### src/rtl/cbu_cond.sv
// Shared constants and the branch condition evaluator for the compact branch unit.
`default_nettype none

package cbu_pkg;
   localparam int DATA_W = 32;
   localparam int OPC_MSB = 31;
   localparam int OPC_LSB = 26;
   localparam int HI_MSB = 25;
   localparam int HI_LSB = 21;
   localparam int LO_MSB = 20;
   localparam int LO_LSB = 16;
   localparam int OFF_SHORT_W = 16;
   localparam int OFF_LONG_W = 21;
   localparam int OFF_UNCOND_W = 26;
   localparam int OFFSET_SHIFT = 1;
   localparam logic [5:0] OP_ZERO_LONG = 6'h20;
   localparam logic [5:0] OP_NONZERO_LONG = 6'h28;
   localparam logic [5:0] OP_SIGNED_GE = 6'h3D;
   localparam logic [5:0] OP_SIGNED_LT = 6'h35;
   localparam logic [5:0] OP_UNSIGNED_GE = 6'h30;
   localparam logic [5:0] OP_UNSIGNED_LT = 6'h38;
   localparam logic [5:0] OP_EQUAL = 6'h1D;
   localparam logic [5:0] OP_UNEQUAL = 6'h1F;
   localparam logic [5:0] OP_UNCOND_DEFAULT = 6'h25;
   localparam logic [4:0] FIELD_ZERO = 5'h00;
   localparam logic [4:0] LINK_REG = 5'h1F;
   localparam logic [31:0] INSTR_BYTES = 32'h00000004;
   localparam logic [31:0] WORD_ZERO = 32'h00000000;

   typedef enum logic [3:0] {
      CBU_NONE = 4'b0000,
      CBU_EQ = 4'b0001,
      CBU_NE = 4'b0010,
      CBU_SLT = 4'b0011,
      CBU_SGE = 4'b0100,
      CBU_ULT = 4'b0101,
      CBU_UGE = 4'b0110,
      CBU_LTZ = 4'b0111,
      CBU_LEZ = 4'b1000,
      CBU_GEZ = 4'b1001,
      CBU_GTZ = 4'b1010,
      CBU_EQZ = 4'b1011,
      CBU_NEZ = 4'b1100,
      CBU_ALWAYS = 4'b1101
   } cbu_cond_t;
endpackage

// Pure combinational compare; first is the low field register, second the high one.
module cbu_cond (
   input wire cbu_pkg::cbu_cond_t kind_in,
   input wire logic [31:0] first_in,
   input wire logic [31:0] second_in,
   input wire logic [31:0] zero_test_in,
   output logic taken_out
);
   always_comb begin
      case (kind_in)
         cbu_pkg::CBU_EQ: taken_out = (first_in == second_in);
         cbu_pkg::CBU_NE: taken_out = (first_in != second_in);
         cbu_pkg::CBU_SLT: taken_out = ($signed(first_in) < $signed(second_in));
         cbu_pkg::CBU_SGE: taken_out = ($signed(first_in) >= $signed(second_in));
         cbu_pkg::CBU_ULT: taken_out = (first_in < second_in);
         cbu_pkg::CBU_UGE: taken_out = (first_in >= second_in);
         cbu_pkg::CBU_LTZ: taken_out = zero_test_in[31];
         cbu_pkg::CBU_LEZ: taken_out = zero_test_in[31] || (zero_test_in == cbu_pkg::WORD_ZERO);
         cbu_pkg::CBU_GEZ: taken_out = !zero_test_in[31];
         cbu_pkg::CBU_GTZ: taken_out = !zero_test_in[31] && (zero_test_in != cbu_pkg::WORD_ZERO);
         cbu_pkg::CBU_EQZ: taken_out = (zero_test_in == cbu_pkg::WORD_ZERO);
         cbu_pkg::CBU_NEZ: taken_out = (zero_test_in != cbu_pkg::WORD_ZERO);
         cbu_pkg::CBU_ALWAYS: taken_out = 1'b1;
         default: taken_out = 1'b0;
      endcase
   end
endmodule

`default_nettype wire

### src/rtl/cbu_branch_unit.sv
// Compact branch decode, evaluation, target and link generation.
`default_nettype none
// What this block does
// RULE_01: Every link compare-to-zero branch writes the next address to register 31.
// RULE_02: Link family compares the register signed against zero, six variants.
// RULE_03: Equal branch taken on identical registers; unequal one when they differ.
// RULE_04: Signed register compares: less-than when first smaller, otherwise greater-equal.
// RULE_05: Unsigned register compares branch on less-than or greater-equal magnitude.
// RULE_06: Short-offset zero compares test one register signed against zero.
// RULE_07: Long-offset branches test one register for zero or nonzero.
// RULE_08: Long zero-equality forms use 21-bit offsets, other compares 16-bit.
// RULE_09: Target is next address plus sign-extended scaled offset; one-bit shift chosen.
// RULE_10: No delay slot: a taken branch squashes the following instruction.
// RULE_11: Any instruction may follow a compact branch, with no stall.
// RULE_12: Unconditional branch adds its 26-bit offset shifted one, sign-extended.
// RULE_13: Opcode is bits 31-26, and register fields also steer the decode.
// RULE_14: Long zero branches decode from their two opcodes only with nonzero field.
// RULE_15: Shared opcodes split on zero field, equal fields, or differing fields.
// RULE_16: No exception is raised by any of these branches.
module cbu_branch_unit #(
   parameter logic [5:0] UNCOND_OPCODE = cbu_pkg::OP_UNCOND_DEFAULT
) (
   // Clock and reset.
   input wire logic CLK_IN,
   input wire logic RESET_IN,
   // Decoded instruction and its operands.
   input wire logic VALID_IN,
   input wire logic [31:0] INSTR_IN,
   input wire logic [31:0] PC_IN,
   input wire logic [31:0] OPERAND_HI_IN,
   input wire logic [31:0] OPERAND_LO_IN,
   // Branch resolution.
   output logic RESULT_VALID_OUT,
   output logic BRANCH_VALID_OUT,
   output logic TAKEN_OUT,
   output logic SQUASH_NEXT_OUT,
   output logic [31:0] TARGET_OUT,
   output logic [31:0] NEXT_PC_OUT,
   // Return link write.
   output logic LINK_WRITE_OUT,
   output logic [4:0] LINK_REG_OUT,
   output logic [31:0] LINK_DATA_OUT,
   // Fault report.
   output logic EXCEPTION_OUT
);
   // Sign-extends the low bits of a raw offset field and scales it.
   function automatic logic [31:0] scaled_offset(input logic [25:0] raw, input int bits);
      logic [31:0] ext;
      ext = {6'h00, raw};
      // Only the sign bit is indexed by a variable, so no read falls outside the field.
      for (int i = 0; i < 32; i++) begin
         if (i >= bits) begin
            ext[i] = raw[bits - 1];
         end
      end
      return ext << cbu_pkg::OFFSET_SHIFT;
   endfunction

   logic [5:0] opcode;
   logic [4:0] field_hi;
   logic [4:0] field_lo;
   logic hi_zero;
   logic lo_zero;
   cbu_pkg::cbu_cond_t kind;
   logic is_link;
   int off_bits;
   logic cond_taken;
   logic [31:0] after_pc;
   logic [31:0] target;
   logic result_valid_reg, result_valid_next;
   logic branch_valid_reg, branch_valid_next;
   logic taken_reg, taken_next;
   logic [31:0] target_reg, target_next;
   logic [31:0] next_pc_reg, next_pc_next;
   logic link_write_reg, link_write_next;
   logic [31:0] link_data_reg, link_data_next;

   assign opcode = INSTR_IN[cbu_pkg::OPC_MSB:cbu_pkg::OPC_LSB]; // RULE_13
   assign field_hi = INSTR_IN[cbu_pkg::HI_MSB:cbu_pkg::HI_LSB];
   assign field_lo = INSTR_IN[cbu_pkg::LO_MSB:cbu_pkg::LO_LSB];
   assign hi_zero = (field_hi == cbu_pkg::FIELD_ZERO);
   assign lo_zero = (field_lo == cbu_pkg::FIELD_ZERO);

   // Forms whose high field is zero belong to older instructions and are left alone; the unconditional branch decodes whatever its bits 25-21 hold.
   always_comb begin
      kind = cbu_pkg::CBU_NONE;
      is_link = 1'b0;
      off_bits = cbu_pkg::OFF_SHORT_W; // RULE_08
      case (opcode)
         cbu_pkg::OP_SIGNED_GE: begin
            if (!hi_zero) begin
               if (lo_zero) kind = cbu_pkg::CBU_LEZ; // RULE_06 RULE_15
               else if (field_lo == field_hi) kind = cbu_pkg::CBU_GEZ; // RULE_06 RULE_15
               else kind = cbu_pkg::CBU_SGE; // RULE_04 RULE_15
            end
         end
         cbu_pkg::OP_SIGNED_LT: begin
            if (!hi_zero) begin
               if (lo_zero) kind = cbu_pkg::CBU_GTZ; // RULE_06
               else if (field_lo == field_hi) kind = cbu_pkg::CBU_LTZ; // RULE_06
               else kind = cbu_pkg::CBU_SLT; // RULE_04
            end
         end
         cbu_pkg::OP_UNSIGNED_GE: begin
            if (!hi_zero) begin
               if (lo_zero) kind = cbu_pkg::CBU_LEZ; // RULE_02
               else if (field_lo == field_hi) kind = cbu_pkg::CBU_GEZ; // RULE_02
               else kind = cbu_pkg::CBU_UGE; // RULE_05
               is_link = lo_zero || (field_lo == field_hi); // RULE_01
            end
         end
         cbu_pkg::OP_UNSIGNED_LT: begin
            if (!hi_zero) begin
               if (lo_zero) kind = cbu_pkg::CBU_GTZ; // RULE_02
               else if (field_lo == field_hi) kind = cbu_pkg::CBU_LTZ; // RULE_02
               else kind = cbu_pkg::CBU_ULT; // RULE_05
               is_link = lo_zero || (field_lo == field_hi); // RULE_01
            end
         end
         cbu_pkg::OP_EQUAL: begin
            // Fields with the low field at or above the high one encode the overflow branch, which lives elsewhere.
            if (!hi_zero && field_lo < field_hi) begin
               kind = lo_zero ? cbu_pkg::CBU_EQZ : cbu_pkg::CBU_EQ; // RULE_02 RULE_03
               is_link = lo_zero; // RULE_01
            end
         end
         cbu_pkg::OP_UNEQUAL: begin
            if (!hi_zero && field_lo < field_hi) begin
               kind = lo_zero ? cbu_pkg::CBU_NEZ : cbu_pkg::CBU_NE; // RULE_02 RULE_03
               is_link = lo_zero; // RULE_01
            end
         end
         cbu_pkg::OP_ZERO_LONG: begin
            if (!hi_zero) kind = cbu_pkg::CBU_EQZ; // RULE_07 RULE_14
            off_bits = cbu_pkg::OFF_LONG_W; // RULE_08
         end
         cbu_pkg::OP_NONZERO_LONG: begin
            if (!hi_zero) kind = cbu_pkg::CBU_NEZ; // RULE_07 RULE_14
            off_bits = cbu_pkg::OFF_LONG_W; // RULE_08
         end
         default: begin
            if (opcode == UNCOND_OPCODE) begin
               kind = cbu_pkg::CBU_ALWAYS; // RULE_12
               off_bits = cbu_pkg::OFF_UNCOND_W; // RULE_12
            end
         end
      endcase
   end

   // Zero tests always look at the high field register.
   cbu_cond u_cond (
      .kind_in(kind),
      .first_in(OPERAND_LO_IN),
      .second_in(OPERAND_HI_IN),
      .zero_test_in(OPERAND_HI_IN),
      .taken_out(cond_taken)
   );

   assign after_pc = PC_IN + cbu_pkg::INSTR_BYTES;
   assign target = after_pc + scaled_offset(INSTR_IN[25:0], off_bits); // RULE_09

   always_comb begin
      result_valid_next = VALID_IN; // RULE_11
      branch_valid_next = VALID_IN && (kind != cbu_pkg::CBU_NONE);
      taken_next = branch_valid_next && cond_taken;
      target_next = target;
      next_pc_next = taken_next ? target : after_pc; // RULE_10
      link_write_next = VALID_IN && is_link; // RULE_01
      link_data_next = after_pc; // RULE_01
   end

   always_ff @(posedge CLK_IN or posedge RESET_IN) begin
      if (RESET_IN) begin
         result_valid_reg <= 1'b0;
         branch_valid_reg <= 1'b0;
         taken_reg <= 1'b0;
         target_reg <= cbu_pkg::WORD_ZERO;
         next_pc_reg <= cbu_pkg::WORD_ZERO;
         link_write_reg <= 1'b0;
         link_data_reg <= cbu_pkg::WORD_ZERO;
      end else begin
         result_valid_reg <= result_valid_next;
         branch_valid_reg <= branch_valid_next;
         taken_reg <= taken_next;
         target_reg <= target_next;
         next_pc_reg <= next_pc_next;
         link_write_reg <= link_write_next;
         link_data_reg <= link_data_next;
      end
   end

   assign RESULT_VALID_OUT = result_valid_reg;
   assign BRANCH_VALID_OUT = branch_valid_reg;
   assign TAKEN_OUT = taken_reg;
   assign SQUASH_NEXT_OUT = taken_reg; // RULE_10
   assign TARGET_OUT = target_reg;
   assign NEXT_PC_OUT = next_pc_reg;
   assign LINK_WRITE_OUT = link_write_reg;
   assign LINK_REG_OUT = cbu_pkg::LINK_REG;
   assign LINK_DATA_OUT = link_data_reg;
   assign EXCEPTION_OUT = 1'b0; // RULE_16

   logic [5:0] op_w;
   logic hi_nz_w;
   assign op_w = INSTR_IN[31:26];
   assign hi_nz_w = (INSTR_IN[25:21] != 5'h00);
endmodule

`default_nettype wire

### config.mk
export PLATFORM = sky130hd
export DESIGN_NAME = cbu_branch_unit
export DESIGN_NICKNAME = d
export VERILOG_FILES = /design/src/rtl/cbu_cond.sv /design/src/rtl/cbu_branch_unit.sv
export SDC_FILE = /design/constraint.sdc
export NUM_CORES = 1
export LEC_CHECK = 0
export ABC_CLOCK_PERIOD_IN_PS = 3900
export BUFFER_PORTS_ARGS = -buffer_cell sky130_fd_sc_hd__buf_2
export CAP_MARGIN = 25
export CORE_MARGIN = 2
export CORE_UTILIZATION = 40
export CTS_BUF_LIST = sky130_fd_sc_hd__clkbuf_4 sky130_fd_sc_hd__clkbuf_8
export CTS_CLUSTER_DIAMETER = 200
export CTS_CLUSTER_SIZE = 20
export DETAILED_ROUTE_END_ITERATION = 12
export PLACE_DENSITY = 0.67
export SLEW_MARGIN = 20
export SYNTH_ARGS = -nofsm -noshare
export SYNTH_HDL_FRONTEND = slang
export SYNTH_HIERARCHICAL = 1
export SYNTH_SLANG_ARGS = --single-unit
### constraint.sdc
create_clock -name CLK_IN -period 3.9 [get_ports CLK_IN]
set_clock_uncertainty 0.05 [all_clocks]
set_input_delay 0.585 -clock CLK_IN [delete_from_list [all_inputs] [get_ports CLK_IN]]
set_output_delay 0.585 -clock CLK_IN [all_outputs]
set_load 0.005 [all_outputs]
-- Word level (Yosys, flattened, before mapping)
Cells that the tools add are included.
- flip-flop bits (word level): 100
- mux-type cells: 61
- reduce and logical (&&, ||, !) cells: 18
- add/subtract/negate cells: 3
- equality and inequality tests: 25
- magnitude comparators: 37
- operators with widths (kind ; number):
    $ge 6x32->1 const A ; 15
    $ge 5x32->1 const A ; 8
    $ge 4x32->1 const A ; 4
    $mux 4 ; 18
    $ge 3x32->1 const A ; 2
    $ge 32x32->1 ; 2
    $lt 32x32->1 ; 2
    $eq 6x6->1 const B ; 7
    $mux 1 ; 35
    $add 32x3->32 const B ; 1
    $add 32x32->32 ; 1
    $eq 32x32->1 ; 1
    $ge 1x32->1 const A ; 1
    $ge 2x32->1 const A ; 1
    $logic_not 32->1 ; 1
    $lt 32x7->1 const B ; 1
    $mux 32 ; 1
    $ne 32x32->1 ; 1
    $pmux 4 s8 ; 1
    $reduce_bool 32->1 ; 1
    $sub 32x2->32 const B ; 1
    $eq 4x4->1 const B ; 6
    $eq 4x3->1 const B ; 4
    $pmux 1 s13 ; 1
    17 further kinds ; 28

-- Depth between registers and ports, before layout
Gate-level depths: netlist of run 1.
- depth after elaboration: 10
- gate-level depth with buffers: 17
- mapped depth without buffers: 17

-- By module
Netlist of run 1, hierarchy kept.
- modules (own cells, without submodules) (module ; times used ; area each (um2) ; cells each ; seq. area each (um2)):
    cbu_branch_unit ; 1 ; 5430.2 ; 515 ; 2452.4
    cbu_cond ; 1 ; 1071.0 ; 151 ; 0.0

-- Worst setup path before layout of run 1
No wires, ideal clock.
- kind: input port to flip-flop
- from: in PC_IN[5]
- to: reg next_pc_reg[27] (netlist: NEXT_PC_OUT[27])
- buffers on the path: 0
- path slack: -0.067 ns
- required time: 3.725 ns
- data arrival time: 3.792 ns
- cell stages on the path: 16
- cells stage by stage: nand3_1 -> nor2_1 -> and3_1 -> nand4_1 -> or3_1 -> xnor2_1 -> ha_1 -> and4_1 -> nor3b_1 -> and3_1 -> a211oi_1 -> a31oi_1 -> a31oi_1 -> o21ai_0 -> xor2_1 -> mux2_2
- longest elaborated chain between the ends: 3
- RTL lines (element ; RTL line ; RTL):
    from (decl) ; cbu_branch_unit.sv:29 ; input wire logic [31:0] PC_IN,
    $add 32x3->32 ; cbu_branch_unit.sv:159 ; assign after_pc = PC_IN + cbu_pkg::INSTR_BYTES;
    net after_pc[17] ; cbu_branch_unit.sv:68 ; logic [31:0] after_pc;
    $add 32x32->32 ; cbu_branch_unit.sv:160 ; assign target = after_pc + scaled_offset(INSTR_IN[25:0], off_bits);
    net target[27] ; cbu_branch_unit.sv:69 ; logic [31:0] target;
    $mux 32 ; cbu_branch_unit.sv:167 ; next_pc_next = taken_next ? target : after_pc;
    net next_pc_next[27] ; cbu_branch_unit.sv:74 ; logic [31:0] next_pc_reg, next_pc_next;
    to (signal assigned) ; cbu_branch_unit.sv:178 ; next_pc_reg <= cbu_pkg::WORD_ZERO;
    to (signal assigned) ; cbu_branch_unit.sv:186 ; next_pc_reg <= next_pc_next;
    to (decl) ; cbu_branch_unit.sv:74 ;
The timed path passes the listed nets, and every way through them passes these cells.

-- Final worst setup path of run 1
Ends and elaborated chain as after synthesis.

==> results.toml, run 1 <==
[placement]
dp_slack_ns = -0.314
io_buffer_count = 231
dp.final_hpwl_mm = 15.1
place.gp.congestion = 0.904
postPlaceCellArea_sq_mm = 0.00881

[drt]
wl_per_cell_microns = 14.9
avgViaCountPerCell = 4.98
vias = 6201
wl_mm = 18.5
drt_iter0_drc = 258
drtAntennaViolNets = 0
drc_errors = 0
first_pass_iters = 4

[outcome]
status = "completed"

[timing]
rsz0062_at_grt = "no"
period_share = 0.954
tightestPinTransition_ns = 0.502
slew_viol_final = 0
finalSetupViolations = 0
finalCriticalPeriod_ns = 3.72
relSlewSlack = 0.657
max_freq_mhz = 269
fin_ws_ns = 0.178
hold_viol_final = 0

[critical_path]
crit_arrival_ns = 3.94
critPathKind = "in -> reg"
crit_fanout = 4
startpoint = "PC_IN[5]"
end_kind = "flop"
cp.required_ns = 4.12
crit_end = "NEXT_PC_OUT[27]"
startpoint_type = "input port"

[logic_synthesis]
avgSynthCellArea_sq_um = 9.76
ys_warn_count = 6
yosys_register_bits = 98
synth_area_sq_mm = 0.00650
dominantRegCellSynth = "dfrtp_1"
ys_types = 64
synth_edf_count = 0
netlist_instances = 666
seq_area_frac_synth = 0.377
async_flop_share = 1.00

[grt]
grt_first_pass_wirelength_mm = 30.0
grt_remaining_overflow = 0
antenna_found_initial = 1
grt_max_degree = 75
grt_util_all_layers = 0.215
first_global_vias = 6155

[floorplanning]
pin_count = 238
die_h_microns = 131
std_cell_rows = 46
die_area_sq_mm = 0.0173
chipWidth_microns = 131
start_util = 0.409
coreArea_sq_mm = 0.0159

[min_path]
hp-class = "in -> async"

[power_and_ir_drop]
p_sw_uw = 879
power.share.sequential = 0.427
switching_share = 0.321
power.leakage_uw = 0.00466
p_comb_frac = 0.340
internal-power_uw = 1860
power_frac_clock = 0.233
cellPowerDensity_mw_per_mm2 = 299
peakVddDrop_mv = 0.152

[layout]
post_route_cells_drive_above_1_share = 0.426
syn_to_final_growth_pct = 40.5
fin_nets = 1222
fillCellCount = 1453
final_area_sq_mm = 0.00913

[cts]
clk_pin_slew_ns = 0.10
cts_sinks = 98
numCtsBuffers = 9
clk_path_buf_depth = 2
cts_tree = "yes"
root_buffer = "clkbuf_8"
cts_max_level = 3

[flow_run]
max_cap_violations = 0
-- sequential cells by signal, indices dropped and copies added (netlist names) --
register / flops
RESULT_VALID_OUT: 1
NEXT_PC_OUT: 31
TARGET_OUT: 31
LINK_WRITE_OUT: 1
SQUASH_NEXT_OUT: 1
LINK_DATA_OUT: 32
BRANCH_VALID_OUT: 1
-- power groups by stage --
stage	logic, uW	clock network, uW	registers (uW)
after floorplan	431	0	1210
after global placement	896	0	1190
after detailed placement	905	0	1190
after CTS	912	650	1170
after global routing	1030	689	1180
final	930	637	1170
-- cell usage after synthesis, types with 5 or more instances --
| master | instances | area (sq um) |
|---|---|---|
| dfrtp_1 | 98 | 2450 |
| ha_1 | 68 | 851 |
| inv_1 | 52 | 195 |
| a21oi_1 | 48 | 240 |
| nand2_1 | 44 | 165 |
| xnor2_1 | 38 | 333 |
| nor2_1 | 37 | 139 |
| mux2_2 | 29 | 327 |
| o21ai_0 | 29 | 145 |
| nand4_1 | 22 | 138 |
| xor2_1 | 22 | 193 |
| nand3_1 | 16 | 80.1 |
| nor3_1 | 14 | 70.1 |
| and3_1 | 11 | 68.8 |
| a21o_1 | 10 | 75.1 |
| buf_4 | 10 | 75.1 |
| nor4_1 | 8 | 50.1 |
| nor2b_1 | 6 | 37.5 |
| a21boi_0 | 5 | 37.5 |
| a31oi_1 | 5 | 31.3 |
| clkbuf_1 | 5 | 18.8 |
| nor3b_1 | 5 | 37.5 |
| o211ai_1 | 5 | 37.5 |
-- placed cells by master (no fill, tap or decap), drive strengths merged, types with 5 or more instances in the layout --
cell / instances
a21boi: 5
a21o: 10
a21oi: 48
a31oi: 5
and2: 6
and3: 11
buf: 358
clkbuf: 11
conb: 6
dfrtp: 98
ha: 68
inv: 54
mux2: 29
nand2: 44
nand3: 16
nand4: 22
nor2: 37
nor2b: 6
nor3: 14
nor3b: 6
nor4: 11
o211ai: 5
o21ai: 29
o21bai: 5
xnor2: 38
xor2: 22
-- timing repair --
action / 4_1_cts / 5_1_grt
hold buffers: 0 / 0
buffers inserted: 0 / 1
setup endpoints to repair: 0 / 12
resized for setup: 0 / 22
-- cell families after synthesis --
logic type                 share of synthesized area
AOI/OAI and AO/OA                              0.150
buffers and inverters                         0.0489
other                                        0.00116
and+or+nand+nor                                0.152
muxes                                         0.0564
xor gates and xnor gates                      0.0808
DFF                                            0.377
adders and majority gates                      0.134
-- per-stage QoR --
step	cells	hold WS, ns	total power (uW)	utilization	setup TNS [ns]
finish	1244	0.0562	2730	0.575	0
global route	1244	0.0569	2900	0.575	0
CTS	1241	0.236	2730	0.566	0
detailed placement	1225	0.650	2090	0.555	-5.95
global placement	1225	0.646	2090	0.555	-5.09
floorplan	670	0.566	1640	-	-0.0111
-- critical path, cell delays in order --
cell and delay (ns):
buf_2 0.09, nand3_1 0.11, nor2_2 0.13, and3_1 0.19
nand4_1 0.21, or3_4 0.40, xnor2_2 0.15, ha_1 0.32
and4_1 0.23, nor3b_2 0.17, and3_1 0.17, a211oi_2 0.26
a31oi_4 0.15, a31oi_2 0.20, o21ai_0 0.12, xor2_1 0.16
mux2_2 0.27
-- layout make-up --
cell class                      count  area, sq um  area share
Antenna cell                        1         2.50    0.000274
Clock buffer                       11          145      0.0159
Clock inverter                      5         37.5     0.00411
Inverter                           53          204      0.0223
Multi-Input combinational cell    502         3870       0.423
Sequential cell                    98         2450       0.268
Tap cell                          216          270      0.0296
Timing Repair Buffer              358         2150       0.236
-- how the worst min path moves through the flow --
stage	cells after the start	endpoint	start
floorplan	0	LINK_DATA_OUT[0]	PC_IN[0]
global placement	1	LINK_DATA_OUT[0]	PC_IN[0]
detailed placement	1	LINK_DATA_OUT[0]	PC_IN[0]
CTS	1	LINK_DATA_OUT[0]	PC_IN[0]
global route	2	NEXT_PC_OUT[4]	RESET_IN
finish	2	LINK_DATA_OUT[4]	RESET_IN
-- layer usage --
metal	vias to the layer above	part of all wire	track usage
met3	23	0.055	0.0332
met4	0	0.017	0.0676
met1	2857	0.47	0.294
met5	-	0	0
li1	3109	-	-
met2	212	0.46	0.351
Power figures use the tool's default switching activity.
==> run 2: changes to the inputs <==
--- a/config.mk
+++ b/config.mk
@@ -5,6 +5,7 @@
 export SDC_FILE = /design/constraint.sdc
 export NUM_CORES = 1
 export LEC_CHECK = 0
+export ABC_AREA = 1
 export ABC_CLOCK_PERIOD_IN_PS = 3900
 export BUFFER_PORTS_ARGS = -buffer_cell sky130_fd_sc_hd__buf_2
 export CAP_MARGIN = 25
@@ -14,7 +15,6 @@
 export CTS_CLUSTER_DIAMETER = 200
 export CTS_CLUSTER_SIZE = 20
 export DETAILED_ROUTE_END_ITERATION = 12
-export PLACE_DENSITY = 0.67
 export SLEW_MARGIN = 20
 export SYNTH_ARGS = -nofsm -noshare
 export SYNTH_HDL_FRONTEND = slang
==> results.toml, run 2 <==
[outcome]
status = "completed"

[drt]
avgViaCountPerCell = 4.75
first_pass_iters = 5
wl_mm = 24.2
vias = 7815
drt_iter0_drc = 435
drc_errors = 0
drtAntennaViolNets = 0
wl_per_cell_microns = 14.7

[critical_path]
crit_arrival_ns = 3.76
crit_fanout = 6
startpoint_type = "input port"
critPathMaxStageDelay_ns = 0.38
end_kind = "flop"
cp.required_ns = 4.18
crit_path_cell_trace = "buf_2 -> ha_1 -> inv_1 -> nor3_4 -> nand4_1 -> nor4_2 -> nand2_1 -> xor2_1 -> inv_1 -> ha_1 -> nand2_1 -> nor2_1 -> nand2_1 -> nor4_1 -> nand2_1 -> nand3_1 -> nand2_1 -> nand2_1 -> nand4_1 -> nand2_1"
critPathKind = "in -> reg"
crit_slowest_cell = "ha_1"
cpMostUsedCell = "nand2_1"
crit_family = "simple AND/OR/NAND/NOR gates"
worst-path-buf-inv = 3

[logic_synthesis]
seq_area_frac_synth = 0.317
ys_warn_count = 6
ys_types = 39
synth.most_common_cell = "nand2_1"
ys_top_cells_by_count = "349 x nand2_1, 176 x inv_1, 126 x nor2_1"
yosys_register_bits = 98
dominantRegCellSynth = "dfrtp_1"
synth_edf_count = 0
synth_area_sq_mm = 0.00775
synth_top_area_frac = 0.317
synth_area_leader_cell = "dfrtp_1"
netlist_instances = 1137
async_flop_share = 1.00
avgSynthCellArea_sq_um = 6.81
synth_area_leaders = "dfrtp_1 32%, nand2_1 17%, ha_1 11%, inv_1 8.5%, nor2_1 6.1%"

[placement]
io_buffer_count = 231
place.gp.congestion = 0.988
dp.final_hpwl_mm = 20.4
postPlaceCellArea_sq_mm = 0.00924

[timing]
fin_tns_setup_ns = 0
hold_viol_final = 0
rsz0062_at_grt = "no"
tightestPinTransition_ns = 0.779
max_freq_mhz = 287
whs_ns = 0.0706
finalSetupViolations = 0
finalCriticalPeriod_ns = 3.48
period_share = 0.892
slew_viol_final = 0
relSlewSlack = 0.481

[layout]
final_util = 0.503
final_area_sq_mm = 0.00947
mostFrequentLayoutCells = "349 x nand2_1, 231 x buf_2, 175 x inv_1"
fin_nets = 1580
antenna-diode-count = 0
largest_reg_flops = 32
final_common_cell = "nand2_1"
post_route_cells_drive_above_1_share = 0.212
syn_to_final_growth_pct = 22.3

[grt]
first_global_vias = 7329
antenna_found_initial = 0
grt_first_pass_wirelength_mm = 38.0
grt_util_all_layers = 0.240
grt_remaining_overflow = 0
grt_max_degree = 77

[floorplanning]
pin_count = 238
die_h_microns = 143
chipWidth_microns = 143
start_util = 0.411
coreArea_sq_mm = 0.0188
die_area_sq_mm = 0.0205
std_cell_rows = 50

[cts]
cts_sinks = 98
clk_pin_slew_ns = 0.10
cts_hold_buffers = 0
clk_path_buf_depth = 2
cts_tree = "yes"
numCtsBuffers = 9
root_buffer = "clkbuf_8"
cts_max_level = 3

[power_and_ir_drop]
peakVddDrop_mv = 0.149
power.leakage_uw = 0.00542
cellPowerDensity_mw_per_mm2 = 295

[min_path]
hp-class = "in -> async"

[flow_run]
max_cap_violations = 0
==> run 2: cell types whose count changed in the layout (fill, tap and decap cells not counted), sizes merged, moves of 8 or more <==
cell   previous run  this run
a21o             10         2
mux2             29         0
and3             11         0
inv              54       180
nand3            16        64
nand2            44       353
buf             358       250
nand4            22        52
xnor2            38        10
xor2             22        32
nor2             37       134
==> run 2: per-layer routing <==
metal	wire, microns	track usage	part of all wire
met4	371	0.0547	0.015
met5	0	0	0
met2	11500	0.398	0.47
met1	11000	0.327	0.45
met3	1360	0.0402	0.056
==> run 2: kinds of logic after synthesis <==
family | Yosys count | share of synthesized area
buffers and inverters | 203 | 0.106
xor gates and xnor gates | 42 | 0.0475
AOI/OAI and AO/OA | 88 | 0.0612
DFF | 98 | 0.317
and+or+nand+nor | 635 | 0.355
other | 2 | 0.000970
adders and majority gates | 69 | 0.112
==> run 2: worst paths after layout <==
path                          start                 to  slack (ns)  depth (start not counted)
setup / recovery           PC_IN[2]    NEXT_PC_OUT[26]        0.42                         20
hold / removal             RESET_IN  LINK_DATA_OUT[10]        0.07                          2
max in group asynchronous  RESET_IN    NEXT_PC_OUT[20]        3.15                          3
min in group CLK_IN        PC_IN[0]   LINK_DATA_OUT[0]        0.25                          1
==> run 2: timing repair <==
item	in CTS	in global routing
resized for setup	0	1
endpoints found under the hold margin	0	0
buffers inserted	0	0
setup endpoints to repair	0	1
==> run 2: cell type report <==
class                      count  area [sq um]
timing repair buffer         250          1320
clock inverter                 6          65.1
inverter                     181           682
tap                          260           325
multi-input combinational    840          4490
sequential                    98          2450
fill                        1994          9360
clock buffer                  10           138
==> run 2: per-stage QoR <==
step	total power, uW	instances	setup WS (ns)
5_1_grt	2990	1645	0.0286
3_3_place_gp	2110	1628	0.00683
2_1_floorplan	1720	1141	0.703
6_report	2790	1645	0.419
3_5_place_dp	2120	1628	-0.00865
4_1_cts	2810	1644	0.386
==> run 2: report_power, final <==
group | switching (uW) | internal (uW)
combinational | 590 | 350
sequential | 33.1 | 1130
clock | 377 | 315
